### src/hw/fwse_pkg.sv
/*
  Constants, types and register map of the flash status host controller.
  Assumes a 25 MHz system clock and a parallel NOR flash on the far side.
*/
`default_nettype none
package fwse_pkg;
  localparam int CLK_NS   = 40;
  localparam int T_ACC_NS = 70;
  localparam int T_WP_NS  = 35;
  localparam int SYNC_CYC = 3;
  localparam int RD_CYC   = (T_ACC_NS + CLK_NS - 1) / CLK_NS + SYNC_CYC;
  localparam int WP_CYC   = (T_WP_NS + CLK_NS - 1) / CLK_NS;
  localparam logic [3:0] RD_LAST = 4'(RD_CYC - 1);
  localparam logic [3:0] WP_LAST = 4'(WP_CYC - 1);

  localparam logic [7:0] REG_CTRL   = 8'h00;
  localparam logic [7:0] REG_ADDR   = 8'h04;
  localparam logic [7:0] REG_WDATA  = 8'h08;
  localparam logic [7:0] REG_RDATA  = 8'h0c;
  localparam logic [7:0] REG_STATUS = 8'h10;

  localparam logic [11:0] ADR_UNLOCK1 = 12'h555;
  localparam logic [11:0] ADR_UNLOCK2 = 12'h2aa;
  localparam logic [7:0]  CMD_SR_READ  = 8'h70;
  localparam logic [7:0]  CMD_SR_CLEAR = 8'h71;
  localparam logic [7:0]  CMD_RESET    = 8'hf0;
  localparam logic [7:0]  CMD_UNLOCK1  = 8'haa;
  localparam logic [7:0]  CMD_UNLOCK2  = 8'h55;

  localparam int BIT_TOG1  = 6;
  localparam int BIT_TOUT  = 5;
  localparam int BIT_ABORT = 1;
  localparam int SR_VALID  = 7;
  localparam int SR_ERASE  = 5;
  localparam int SR_PROG   = 4;
  localparam int SR_WBA    = 3;
  localparam int SR_PROT   = 1;
  localparam logic [7:0] POLL_MASK = 8'hee;
  localparam logic [7:0] SR_MASK   = 8'hfe;

  localparam int STAT_BUSY = 0;
  localparam int STAT_CLS  = 1;
  localparam int STAT_REF  = 3;
  localparam int STAT_RDY  = 4;

  typedef enum logic [2:0] {
    OP_NONE   = 3'b000, OP_WRITE = 3'b001, OP_READ  = 3'b010,
    OP_POLL   = 3'b011, OP_SRRD  = 3'b100, OP_RESET = 3'b101,
    OP_SRCLR  = 3'b110, OP_ABRST = 3'b111
  } fwse_op_t;

  typedef enum logic [1:0] {
    CLS_NONE = 2'b00, CLS_BUSY = 2'b01, CLS_EMBED = 2'b10, CLS_ABORT = 2'b11
  } fwse_cls_t;

  typedef enum logic [1:0] {
    ST_IDLE = 2'b00, ST_ISSUE = 2'b01, ST_WAIT = 2'b10
  } fwse_st_t;

  typedef enum logic [1:0] {
    E_IDLE = 2'b00, E_SETUP = 2'b01, E_STROBE = 2'b10, E_HOLD = 2'b11
  } fwse_eng_t;

  typedef struct packed {
    logic        last;
    logic        we;
    logic        own;
    logic [11:0] addr;
    logic [7:0]  data;
  } fwse_step_t;
endpackage : fwse_pkg
`default_nettype wire

### src/hw/fwse_pin_cycle.sv
/*
  One asynchronous flash bus cycle (read or write) on the parallel pins.
  Assumes req_i arrives only while the engine is idle.
*/
`timescale 1ns/1ps
`default_nettype none
module fwse_pin_cycle #(
  parameter int AW = 22,
  parameter int DW = 16
) (
  input  wire logic          clk_i,
  input  wire logic          rst_i,
  input  wire logic          ce_i,
  input  wire logic          req_i,
  input  wire logic          we_i,
  input  wire logic [AW-1:0] addr_i,
  input  wire logic [DW-1:0] wdata_i,
  output logic      [DW-1:0] rdata_o,
  output logic               done_o,
  output logic      [AW-1:0] fl_addr_o,
  input  wire logic [DW-1:0] fl_dq_i,
  output logic      [DW-1:0] fl_dq_o,
  output logic               fl_dq_oe_o,
  output logic               fl_ce_n_o,
  output logic               fl_oe_n_o,
  output logic               fl_we_n_o
);
  import fwse_pkg::*;

  fwse_eng_t         st_reg, st_next;
  logic [3:0]        cnt_reg, cnt_next;
  logic              wel_reg, wel_next;
  logic [AW-1:0]     addr_next;
  logic [DW-1:0]     dq_next, rdata_next, dq_s1, dq_s2;
  logic              oe_next, cen_next, oen_next, wen_next, done_next;

  always_comb begin
    st_next    = st_reg;
    cnt_next   = cnt_reg;
    wel_next   = wel_reg;
    addr_next  = fl_addr_o;
    dq_next    = fl_dq_o;
    oe_next    = fl_dq_oe_o;
    cen_next   = fl_ce_n_o;
    oen_next   = fl_oe_n_o;
    wen_next   = fl_we_n_o;
    rdata_next = rdata_o;
    done_next  = 1'b0;
    case (st_reg)
      E_IDLE: if (req_i) begin
        addr_next = addr_i;
        dq_next   = wdata_i;
        wel_next  = we_i;
        oe_next   = we_i;
        cen_next  = 1'b0;
        st_next   = E_SETUP;
      end
      E_SETUP: begin
        cnt_next = 4'h0;
        wen_next = ~wel_reg;
        oen_next = wel_reg;
        st_next  = E_STROBE;
      end
      E_STROBE: begin
        cnt_next = cnt_reg + 4'h1;
        if (cnt_reg == (wel_reg ? WP_LAST : RD_LAST)) begin
          wen_next = 1'b1;
          oen_next = 1'b1;
          if (!wel_reg) rdata_next = dq_s2;
          st_next = E_HOLD;
        end
      end
      E_HOLD: begin
        cen_next  = 1'b1;
        oe_next   = 1'b0;
        done_next = 1'b1;
        st_next   = E_IDLE;
      end
      default: st_next = E_IDLE;
    endcase
  end

  always_ff @(posedge clk_i) begin
    if (rst_i) begin
      st_reg     <= E_IDLE;
      cnt_reg    <= 4'h0;
      wel_reg    <= 1'b0;
      fl_addr_o  <= '0;
      fl_dq_o    <= '0;
      fl_dq_oe_o <= 1'b0;
      fl_ce_n_o  <= 1'b1;
      fl_oe_n_o  <= 1'b1;
      fl_we_n_o  <= 1'b1;
      rdata_o    <= '0;
      done_o     <= 1'b0;
      dq_s1      <= '0;
      dq_s2      <= '0;
    end else if (ce_i) begin
      st_reg     <= st_next;
      cnt_reg    <= cnt_next;
      wel_reg    <= wel_next;
      fl_addr_o  <= addr_next;
      fl_dq_o    <= dq_next;
      fl_dq_oe_o <= oe_next;
      fl_ce_n_o  <= cen_next;
      fl_oe_n_o  <= oen_next;
      fl_we_n_o  <= wen_next;
      rdata_o    <= rdata_next;
      done_o     <= done_next;
      dq_s1      <= fl_dq_i;
      dq_s2      <= dq_s1;
    end
  end
endmodule : fwse_pin_cycle
`default_nettype wire

### src/hw/fwse_host.sv
/*
  Host controller for a parallel NOR flash: runs commands, polls status,
  classifies errors and issues the clearing sequences. Wishbone slave.
  Assumes one 25 MHz clock; flash pins are asynchronous to it.
*/
// Our own choices: the Wishbone slave port and the register offsets.
`timescale 1ns/1ps
`default_nettype none
module fwse_host #(
  parameter int AW = 22,
  parameter int DW = 16
) (
  input  wire logic          clk_i,
  input  wire logic          rst_i,
  input  wire logic          ce_i,
  input  wire logic          wb_cyc_i,
  input  wire logic          wb_stb_i,
  input  wire logic          wb_we_i,
  input  wire logic [7:0]    wb_adr_i,
  input  wire logic [3:0]    wb_sel_i,
  input  wire logic [31:0]   wb_dat_i,
  output logic      [31:0]   wb_dat_o,
  output logic               wb_ack_o,
  output logic      [AW-1:0] fl_addr_o,
  input  wire logic [DW-1:0] fl_dq_i,
  output logic      [DW-1:0] fl_dq_o,
  output logic               fl_dq_oe_o,
  output logic               fl_ce_n_o,
  output logic               fl_oe_n_o,
  output logic               fl_we_n_o,
  input  wire logic          ready_busy_n_i
);
  import fwse_pkg::*;

  if (AW < 12 || AW > 32 || DW < 8 || DW > 32) begin : g_bad_width
    $error("fwse_host: AW must be 12..32 and DW 8..32");
  end

  fwse_st_t      st_reg, st_next;
  fwse_op_t      op_reg, op_next;
  fwse_cls_t     cls_reg, cls_next;
  logic [1:0]    step_reg, step_next;
  logic [AW-1:0] addr_reg, addr_next;
  logic [DW-1:0] wdata_reg, wdata_next, rdata_reg, rdata_next;
  logic [DW-1:0] rd0_reg, rd0_next, rd1_reg, rd1_next;
  logic          ref_reg, ref_next, req_reg, req_next;
  logic          ack_next, rb_s1, rb_s2, acc, go;
  logic [31:0]   dat_next, addr_wide, wdata_wide;
  fwse_step_t    s;
  logic          eng_done;
  logic [DW-1:0] eng_rdata, eng_wdata;
  logic [AW-1:0] eng_addr;

  function automatic logic [31:0] merge(input logic [31:0] o,
                                        input logic [31:0] n,
                                        input logic [3:0]  sel);
    logic [31:0] r;
    r = o;
    for (int i = 0; i < 4; i++) begin
      if (sel[i]) r[8*i +: 8] = n[8*i +: 8];
    end
    return r;
  endfunction : merge

  function automatic logic op_ok(input fwse_op_t op, input fwse_cls_t c);
    logic ok;
    case (c)
      CLS_EMBED: ok = op inside {OP_READ, OP_POLL, OP_SRRD, OP_RESET,
                                 OP_SRCLR};
      CLS_ABORT: ok = op inside {OP_READ, OP_POLL, OP_SRRD, OP_ABRST,
                                 OP_SRCLR};
      default:   ok = (op != OP_NONE);
    endcase
    return ok;
  endfunction : op_ok

  function automatic fwse_step_t seq(input fwse_op_t op,
                                     input logic [1:0] step);
    fwse_step_t r;
    r = '0;
    r.addr = ADR_UNLOCK1;
    case (op)
      OP_WRITE: begin r.last = 1'b1; r.we = 1'b1; r.own = 1'b1; end
      OP_READ:  begin r.last = 1'b1; r.own = 1'b1; end
      OP_POLL:  begin r.last = (step == 2'd2); r.own = 1'b1; end
      OP_SRRD: begin
        r.last = (step == 2'd1);
        r.we   = (step == 2'd0);
        r.own  = (step == 2'd1);
        r.data = CMD_SR_READ;
      end
      OP_RESET: begin r.last = 1'b1; r.we = 1'b1; r.data = CMD_RESET; end
      OP_SRCLR: begin r.last = 1'b1; r.we = 1'b1; r.data = CMD_SR_CLEAR; end
      OP_ABRST: begin
        r.last = (step == 2'd2);
        r.we   = 1'b1;
        r.addr = (step == 2'd1) ? ADR_UNLOCK2 : ADR_UNLOCK1;
        r.data = (step == 2'd0) ? CMD_UNLOCK1 :
                 (step == 2'd1) ? CMD_UNLOCK2 : CMD_RESET;
      end
      default: r.last = 1'b1;
    endcase
    return r;
  endfunction : seq

  assign s          = seq(op_reg, step_reg);
  assign eng_addr   = s.own ? addr_reg : AW'(s.addr);
  assign eng_wdata  = s.own ? wdata_reg : DW'(s.data);
  assign addr_wide  = 32'(addr_reg);
  assign wdata_wide = 32'(wdata_reg);
  assign acc        = wb_cyc_i && wb_stb_i && !wb_ack_o;
  assign go         = acc && wb_we_i && wb_adr_i == REG_CTRL && wb_sel_i[0];

  always_comb begin
    st_next    = st_reg;
    op_next    = op_reg;
    cls_next   = cls_reg;
    step_next  = step_reg;
    addr_next  = addr_reg;
    wdata_next = wdata_reg;
    rdata_next = rdata_reg;
    rd0_next   = rd0_reg;
    rd1_next   = rd1_reg;
    ref_next   = ref_reg;
    req_next   = 1'b0;
    ack_next   = acc;
    dat_next   = wb_dat_o;
    if (acc && wb_we_i) begin
      if (wb_adr_i == REG_ADDR)
        addr_next = AW'(merge(addr_wide, wb_dat_i, wb_sel_i));
      if (wb_adr_i == REG_WDATA)
        wdata_next = DW'(merge(wdata_wide, wb_dat_i, wb_sel_i));
    end else if (acc) begin
      case (wb_adr_i)
        REG_CTRL:   dat_next = {29'h0, op_reg};
        REG_ADDR:   dat_next = addr_wide;
        REG_WDATA:  dat_next = wdata_wide;
        REG_RDATA:  dat_next = 32'(rdata_reg);
        REG_STATUS: dat_next = {27'h0, rb_s2, ref_reg, cls_reg,
                                st_reg != ST_IDLE};
        default:    dat_next = 32'h0;
      endcase
    end
    if (go) begin
      if (st_reg == ST_IDLE &&
          op_ok(fwse_op_t'(wb_dat_i[2:0]), cls_reg)) begin
        op_next   = fwse_op_t'(wb_dat_i[2:0]);
        step_next = 2'd0;
        ref_next  = 1'b0;
        st_next   = ST_ISSUE;
      end else begin
        ref_next = 1'b1;
      end
    end
    case (st_reg)
      ST_IDLE: ;
      ST_ISSUE: begin
        req_next = 1'b1;
        st_next  = ST_WAIT;
      end
      ST_WAIT: if (eng_done) begin
        if (op_reg == OP_READ) rdata_next = eng_rdata;
        if (op_reg == OP_POLL) begin
          if (step_reg == 2'd0) rd0_next = eng_rdata;
          if (step_reg == 2'd1) rd1_next = eng_rdata;
          if (step_reg == 2'd2) begin
            rdata_next = eng_rdata & DW'(POLL_MASK);
            if (rd0_reg[BIT_TOG1] == rd1_reg[BIT_TOG1] ||
                rd1_reg[BIT_TOG1] == eng_rdata[BIT_TOG1])
              cls_next = CLS_NONE;
            else if (eng_rdata[BIT_ABORT])
              cls_next = CLS_ABORT;
            else if (rd1_reg[BIT_TOUT] && eng_rdata[BIT_TOUT])
              cls_next = CLS_EMBED;
            else
              cls_next = CLS_BUSY;
          end
        end
        if (op_reg == OP_SRRD && step_reg == 2'd1) begin
          rdata_next = eng_rdata & DW'(SR_MASK);
          if (!eng_rdata[SR_VALID])
            cls_next = CLS_BUSY;
          else if (eng_rdata[SR_WBA])
            cls_next = CLS_ABORT;
          else if ((eng_rdata[SR_ERASE] || eng_rdata[SR_PROG]) &&
                   !eng_rdata[SR_PROT])
            cls_next = CLS_EMBED;
          else
            cls_next = CLS_NONE;
        end
        if (s.last) begin
          if (op_reg inside {OP_RESET, OP_SRCLR, OP_ABRST})
            cls_next = CLS_NONE;
          st_next = ST_IDLE;
        end else begin
          step_next = step_reg + 2'd1;
          st_next   = ST_ISSUE;
        end
      end
      default: st_next = ST_IDLE;
    endcase
  end

  always_ff @(posedge clk_i) begin
    if (rst_i) begin
      st_reg    <= ST_IDLE;
      op_reg    <= OP_NONE;
      cls_reg   <= CLS_NONE;
      step_reg  <= 2'd0;
      addr_reg  <= '0;
      wdata_reg <= '0;
      rdata_reg <= '0;
      rd0_reg   <= '0;
      rd1_reg   <= '0;
      ref_reg   <= 1'b0;
      req_reg   <= 1'b0;
      wb_ack_o  <= 1'b0;
      wb_dat_o  <= 32'h0;
      rb_s1     <= 1'b1;
      rb_s2     <= 1'b1;
    end else if (ce_i) begin
      st_reg    <= st_next;
      op_reg    <= op_next;
      cls_reg   <= cls_next;
      step_reg  <= step_next;
      addr_reg  <= addr_next;
      wdata_reg <= wdata_next;
      rdata_reg <= rdata_next;
      rd0_reg   <= rd0_next;
      rd1_reg   <= rd1_next;
      ref_reg   <= ref_next;
      req_reg   <= req_next;
      wb_ack_o  <= ack_next;
      wb_dat_o  <= dat_next;
      rb_s1     <= ready_busy_n_i;
      rb_s2     <= rb_s1;
    end
  end

  fwse_pin_cycle #(.AW(AW), .DW(DW)) u_pin (
    .clk_i      (clk_i),
    .rst_i      (rst_i),
    .ce_i       (ce_i),
    .req_i      (req_reg),
    .we_i       (s.we),
    .addr_i     (eng_addr),
    .wdata_i    (eng_wdata),
    .rdata_o    (eng_rdata),
    .done_o     (eng_done),
    .fl_addr_o  (fl_addr_o),
    .fl_dq_i    (fl_dq_i),
    .fl_dq_o    (fl_dq_o),
    .fl_dq_oe_o (fl_dq_oe_o),
    .fl_ce_n_o  (fl_ce_n_o),
    .fl_oe_n_o  (fl_oe_n_o),
    .fl_we_n_o  (fl_we_n_o)
  );
endmodule : fwse_host
`default_nettype wire

### config.mk
export PLATFORM = sky130hd
export DESIGN_NAME = fwse_host
export DESIGN_NICKNAME = d
export VERILOG_FILES = /design/src/hw/fwse_pkg.sv /design/src/hw/fwse_pin_cycle.sv /design/src/hw/fwse_host.sv
export SDC_FILE = /design/constraint.sdc
export NUM_CORES = 1
export LEC_CHECK = 0
export CORE_MARGIN = 4
export CORE_UTILIZATION = 55
export DETAILED_ROUTE_END_ITERATION = 16
export DONT_BUFFER_PORTS = 1
export PLACE_DENSITY = 0.76
export SLEW_MARGIN = 40
export SYNTH_ARGS = -nofsm -noshare
export SYNTH_HDL_FRONTEND = slang
export SYNTH_SLANG_ARGS = --single-unit
### constraint.sdc
create_clock -name clk_i -period 4.2 [get_ports clk_i]
set_clock_uncertainty 0.2 [all_clocks]
set_input_delay 0.63 -clock clk_i [delete_from_list [all_inputs] [get_ports clk_i]]
set_output_delay 0.63 -clock clk_i [all_outputs]
set_load 0.01 [all_outputs]
**Word-level counts from Yosys, hierarchy flattened**

Index checks and enable logic that the tools add are counted.

- Bitwise logic cells: 2
- Reductions and logical operators: 44
- Equality and inequality tests: 31
- Mux-type cells: 53
- Add/subtract/negate cells: 2

Operators with widths:

| operator | number |
|---|---|
| $pmux W22 S5 | 1 |
| $mux W16 | 5 |
| $mux W2 | 21 |
| $pmux W8 S4 | 1 |
| $eq A3 B3 Y1 const B | 8 |
| $reduce_and A4 Y1 | 6 |
| $mux W11 | 2 |
| $mux W22 | 1 |
| $reduce_and A3 Y1 | 7 |
| $eq A8 B4 Y1 const B | 2 |
| $mux W8 | 2 |
| $pmux W1 S2 | 8 |
| $eq A2 B2 Y1 const B | 6 |
| $eq A3 B2 Y1 const B | 4 |
| $reduce_and A5 Y1 | 2 |
| $reduce_bool A5 Y1 | 2 |
| $logic_and A1 B1 Y1 | 9 |
| $eq A8 B3 Y1 const B | 1 |
| $eq A8 B5 Y1 const B | 1 |
| $logic_not A8 Y1 | 1 |
| $mux W1 | 8 |
| $pmux W2 S4 | 1 |
| $pmux W4 S2 | 1 |
| $eq A2 B1 Y1 const B | 3 |
| other kinds (19) | 29 |

- Bits in registers: 212
- Word-level logic and storage cells: 163
- Bits of input ports: 67
- Output and inout bits: 75

**Depth between registers and ports, before layout**

- Depth in word-level cells: 12
- Mapped depth: 9
- Gate-level depth less buffers: 6

**By module**

A second synthesis with hierarchy kept.

- Cells, all modules: 998
- Area, all modules: 8647.0 sq um

Modules (own cells, without submodules):

| module | seq. area each (sq um) | instances | cells an instance | area an instance (sq um) |
|---|---|---|---|---|
| fwse_host | 1861.8 | 1 | 603 | 4982.3 |
| fwse_pin_cycle | 1961.9 | 1 | 395 | 3664.8 |

**Worst setup path before layout**

No wires, ideal clock.

- Kind: input port to flip-flop
- From: input port ce_i
- To: register wb_dat_o[18]
- Stages: 6
- Path slack: 2.078 ns
- Path buffers: 2
- Library setup time: 0.117 ns
- Required time: 3.883 ns
- Arrival time: 1.805 ns
- Cells stage by stage: buf_2 -> nand4b_2 -> nor2_2 -> nor2_1 -> buf_2 -> a22o_1

- Longest elaborated chain between the ends: 1

RTL lines:

| what | RTL line | text |
|---|---|---|
| start: declaration | fwse_host.sv:15 | `input wire logic ce_i,` |
| $reduce_and A3 Y1 (no source line) | - |  |
| end signal: assignment | fwse_host.sv:234 | `wb_dat_o <= dat_next;` |
| end: declaration | fwse_host.sv:22 | `output logic [31:0] wb_dat_o,` |

No other way between the ends.
A chain may end at the register's enable or synchronous reset.

**Worst setup path in the final report**

- From: register op_reg[2]
- To: register u_pin.fl_dq_o[10]

- Longest elaborated chain between the ends: 4
- Elaborated cells between the ends (all ways): 7
- Classes of those cells: eq/ne: 4; mux: 2; reduce/logical: 1

RTL lines:

| what | RTL line | text |
|---|---|---|
| start: declaration | fwse_host.sv:40 | `fwse_op_t op_reg, op_next;` |
| start signal: assignment | fwse_host.sv:223 | `op_reg <= op_next;` |
| $eq A3 B2 Y1 / $eq A3 B1 Y1 (equally long branches) | fwse_host.sv:82 | `case (op)` |
| $reduce_or A3 Y1 (no source line) | - |  |
| $pmux W1 S2 (*) | fwse_host.sv:82 |  |
| $mux W16 (*) | fwse_host.sv:108 | `assign eng_wdata = s.own ? wdata_reg : DW'(s.data);` |
| end signal: assignment | fwse_pin_cycle.sv:103 | `fl_dq_o <= dq_next;` |
| end: declaration | fwse_pin_cycle.sv:22 | `output logic [DW-1:0] fl_dq_o,` |

Every way passes the cells marked *; elsewhere a longest branch is shown, timed or not.

==> run summary <==
Worst Tran Pin Value: 0.854 ns
FFs w/ async S/R, synth: 0%
drt wl/cell: 19.0 µm
Cell Chain, Critical Path: nand4bb_1 -> nand2_1 -> buf_4 -> nand3_1 -> a21oi_1
CP startpoint kind: flip-flop
Post-synth EDFFs: 0
Total Power: 3.58 mW
largest net degree at the start of global routing: 186
worst min path class: in2reg
first-pass iteration count of the detailed router: 5
I/O Buffers: 0
hpwl dp: 13700 µm
internal power: 2.78 mW
Synth area leaders: dfxtp_1 47%, mux2i_1 7.8%, a21oi_1 6.0%
clock network fraction of total power: 46.6%
P per Cell Area: 408 nW/µm²
Placement Cell Area: 8160 µm²
Seq pwr share: 51.3%
Starting Density: 56.3%
H-tree Lvls: 4
Synth Instances: 920
Chip Width: 130 µm
Fmax: 0.351 GHz
FF+latch area: 3820 µm²
non-filler cells, final: 1069
Max VDD drop: 312 µV
ANT cells: 0
global-route wire length before repair: 31600 µm
RSZ-0062 raised after global routing: false
CP peak stage delay: 0.81 ns
drt initial violations: 688
ys flop type: dfxtp_1
post-synth top area share: 46.5%
Worst slew margin: 42.9%
Final period util: 67.8%
Worst-path clk slew: 0.07 ns
GR met1 Demand/Resource: 31.7%
max cap viols: 0
P_sw: 0.803 mW
Critical path buffers and inverters: 1
worst reg2reg setup slack: 1.35 ns
Hold Path Stages: 1
Root Buffer: clkbuf_16
vias in the first global route: 5938
most frequent cell after synthesis: dfxtp_1
Yosys top cell by area: dfxtp_1
Util after Layout: 60.2%
cell area after layout: 8790 µm²
setup tns final: 0 ns
GRT busiest layer: met2
initial antenna violation count: 0
# resized after CTS: 0
met3 Use GR: 8.68%
placed insts: 1037
combinational fraction of design power: 2.1%
clock tree from TritonCTS: yes
Sink Count: 191
Routed WL: 20300 µm
final-report hold violation count: 0
Seq cells post-synth: 191
grt met2 use: 36.1%
filler instances: 1229
via/cell ratio: 6.13
RD Place Congestion: 0.871
Reg2Reg Depth: 5
slowest CP cell: nand2_1
final setup vio count: 0
Antenna Violating Nets Remaining: 0
Post-CTS Setup Bufs: 0
min Tclk post-route: 2.85 ns
Slew Limit Fails: 0
CTS buffer count: 17
yosys warns: 0
worst reg2reg startpoint: op_reg[2]$_SDFFE_PP0P_
Layout Nets: 948
Crit. End Element: flip-flop
Clock Latency Late Sink: 0.43 ns
critical path type: reg2reg
r2r endpoint: u_pin.fl_dq_o[10]$_SDFFE_PP0P_
sw frac: 22.4%
critical path arrival: 3.01 ns
Top Family by Delay on Critical Path: simple AND/OR/NAND/NOR gates
die area: 17000 µm²
Core Area: 14600 µm²
Hold Path End: addr_reg[16]$_SDFFE_PP0P_
critical hold path startpoint: rst_i
Netlist Area Pre-Place: 8220 µm²
status: complete, no violations
synth unique cells: 62
hold_buf cts: 0
leading cell types by count after synthesis: 191 x dfxtp_1, 99 x a21oi_1, 85 x nor2_1, 68 x nand3_1, 64 x mux2i_1
share of cells above drive strength 1: 7.80%
Post-Syn Area per Cell: 8.93 µm²
GRT overflow: 0
number of remaining DRC errors: 0
maximum clock path buffer count: 2
vias: 6551
Std-Cell Rows: 44
area occupied by multi-input gates: 4030 µm²
worst-path fanout max: 22
sequential area share after synthesis: 46.5%
Layout Area Growth over Synthesis: 6.94%
P_leak: 2.99 nW
Worst Path Required: 4.37 ns
I/O pin count: 142
all-layer global routing usage: 23.6%
Die Y: 130 µm
## logic make-up (layout without fill, tap and decap cells)
logic type,after synthesis,after routing,synth area share (%)
multiplexers,80,80,10.4
adder cells (fa/ha/maj),9,9,1.37
other,1,10,0.0456
flip-flops,191,191,46.5
buffers and inverters,93,49,5.01
AND/OR/NAND/NOR,309,309,19.3
XOR/XNOR,1,1,0.107
AO/OA/AOI/OAI,236,236,17.3
## cell usage in the layout, fill, tap and decap left out, types with 10 or more instances in the layout
cell and instances:
dfxtp_1 191, a21oi_1 99, nor2_1 84, nand3_1 68, mux2i_1 64, nand2_1 54, o21ai_0 52, nand2b_1 28
clkbuf_16 17, nor3_1 16, mux2_2 13, inv_1 11, a211oi_1 10, a22o_1 10, conb_1 10
## area by class of cell
type / instances / share of cell area, %
inverter: 12 / 0.513
multi-input combinational: 645 / 45.8
clock buffer: 18 / 5.00
timing repair buffer: 5 / 0.570
tap: 184 / 2.62
sequential: 191 / 43.5
clock inverter: 14 / 1.98
## power groups by stage
stage	Sequential [mW]	Clock, mW	Combinational, mW
after floorplan	1.88	0	0.110
after global placement	1.88	0	0.0730
after detailed placement	1.88	0	0.0751
after CTS	1.84	1.69	0.0756
after global routing	1.84	1.77	0.0850
final	1.84	1.67	0.0762
## routing by layer
layer  vias to the layer above  part of all wire (%)
li1                       3169                     -
met1                      3123                    43
met2                       233                    45
met3                        26                    10
met4                         0                   1.5
met5                         -                     0
## through the flow
stage               hold WS (ns)  setup WS [ns]
floorplan                  0.231           2.08
CTS                       0.0552           1.41
global route              0.0433           1.12
detailed placement         0.245           1.35
global placement           0.240           1.34
finish                    0.0811           1.35
## how the worst max path moves through the flow
stage,slack (ns),startpoint,depth (start not counted),to
after floorplan,2.08,ce_i,6,wb_dat_o[18]$_SDFFE_PP0P_
after global routing,1.12,op_reg[2]$_SDFFE_PP0P_,5,u_pin.fl_dq_o[11]$_SDFFE_PP0P_
after detailed placement,1.35,wb_adr_i[4],4,op_reg[0]$_SDFFE_PP0P_
after CTS,1.41,op_reg[2]$_SDFFE_PP0P_,5,u_pin.fl_dq_o[10]$_SDFFE_PP0P_
after global placement,1.34,wb_adr_i[4],4,op_reg[0]$_SDFFE_PP0P_
final,1.35,op_reg[2]$_SDFFE_PP0P_,5,u_pin.fl_dq_o[10]$_SDFFE_PP0P_
Power figures use the tool's default switching activity.
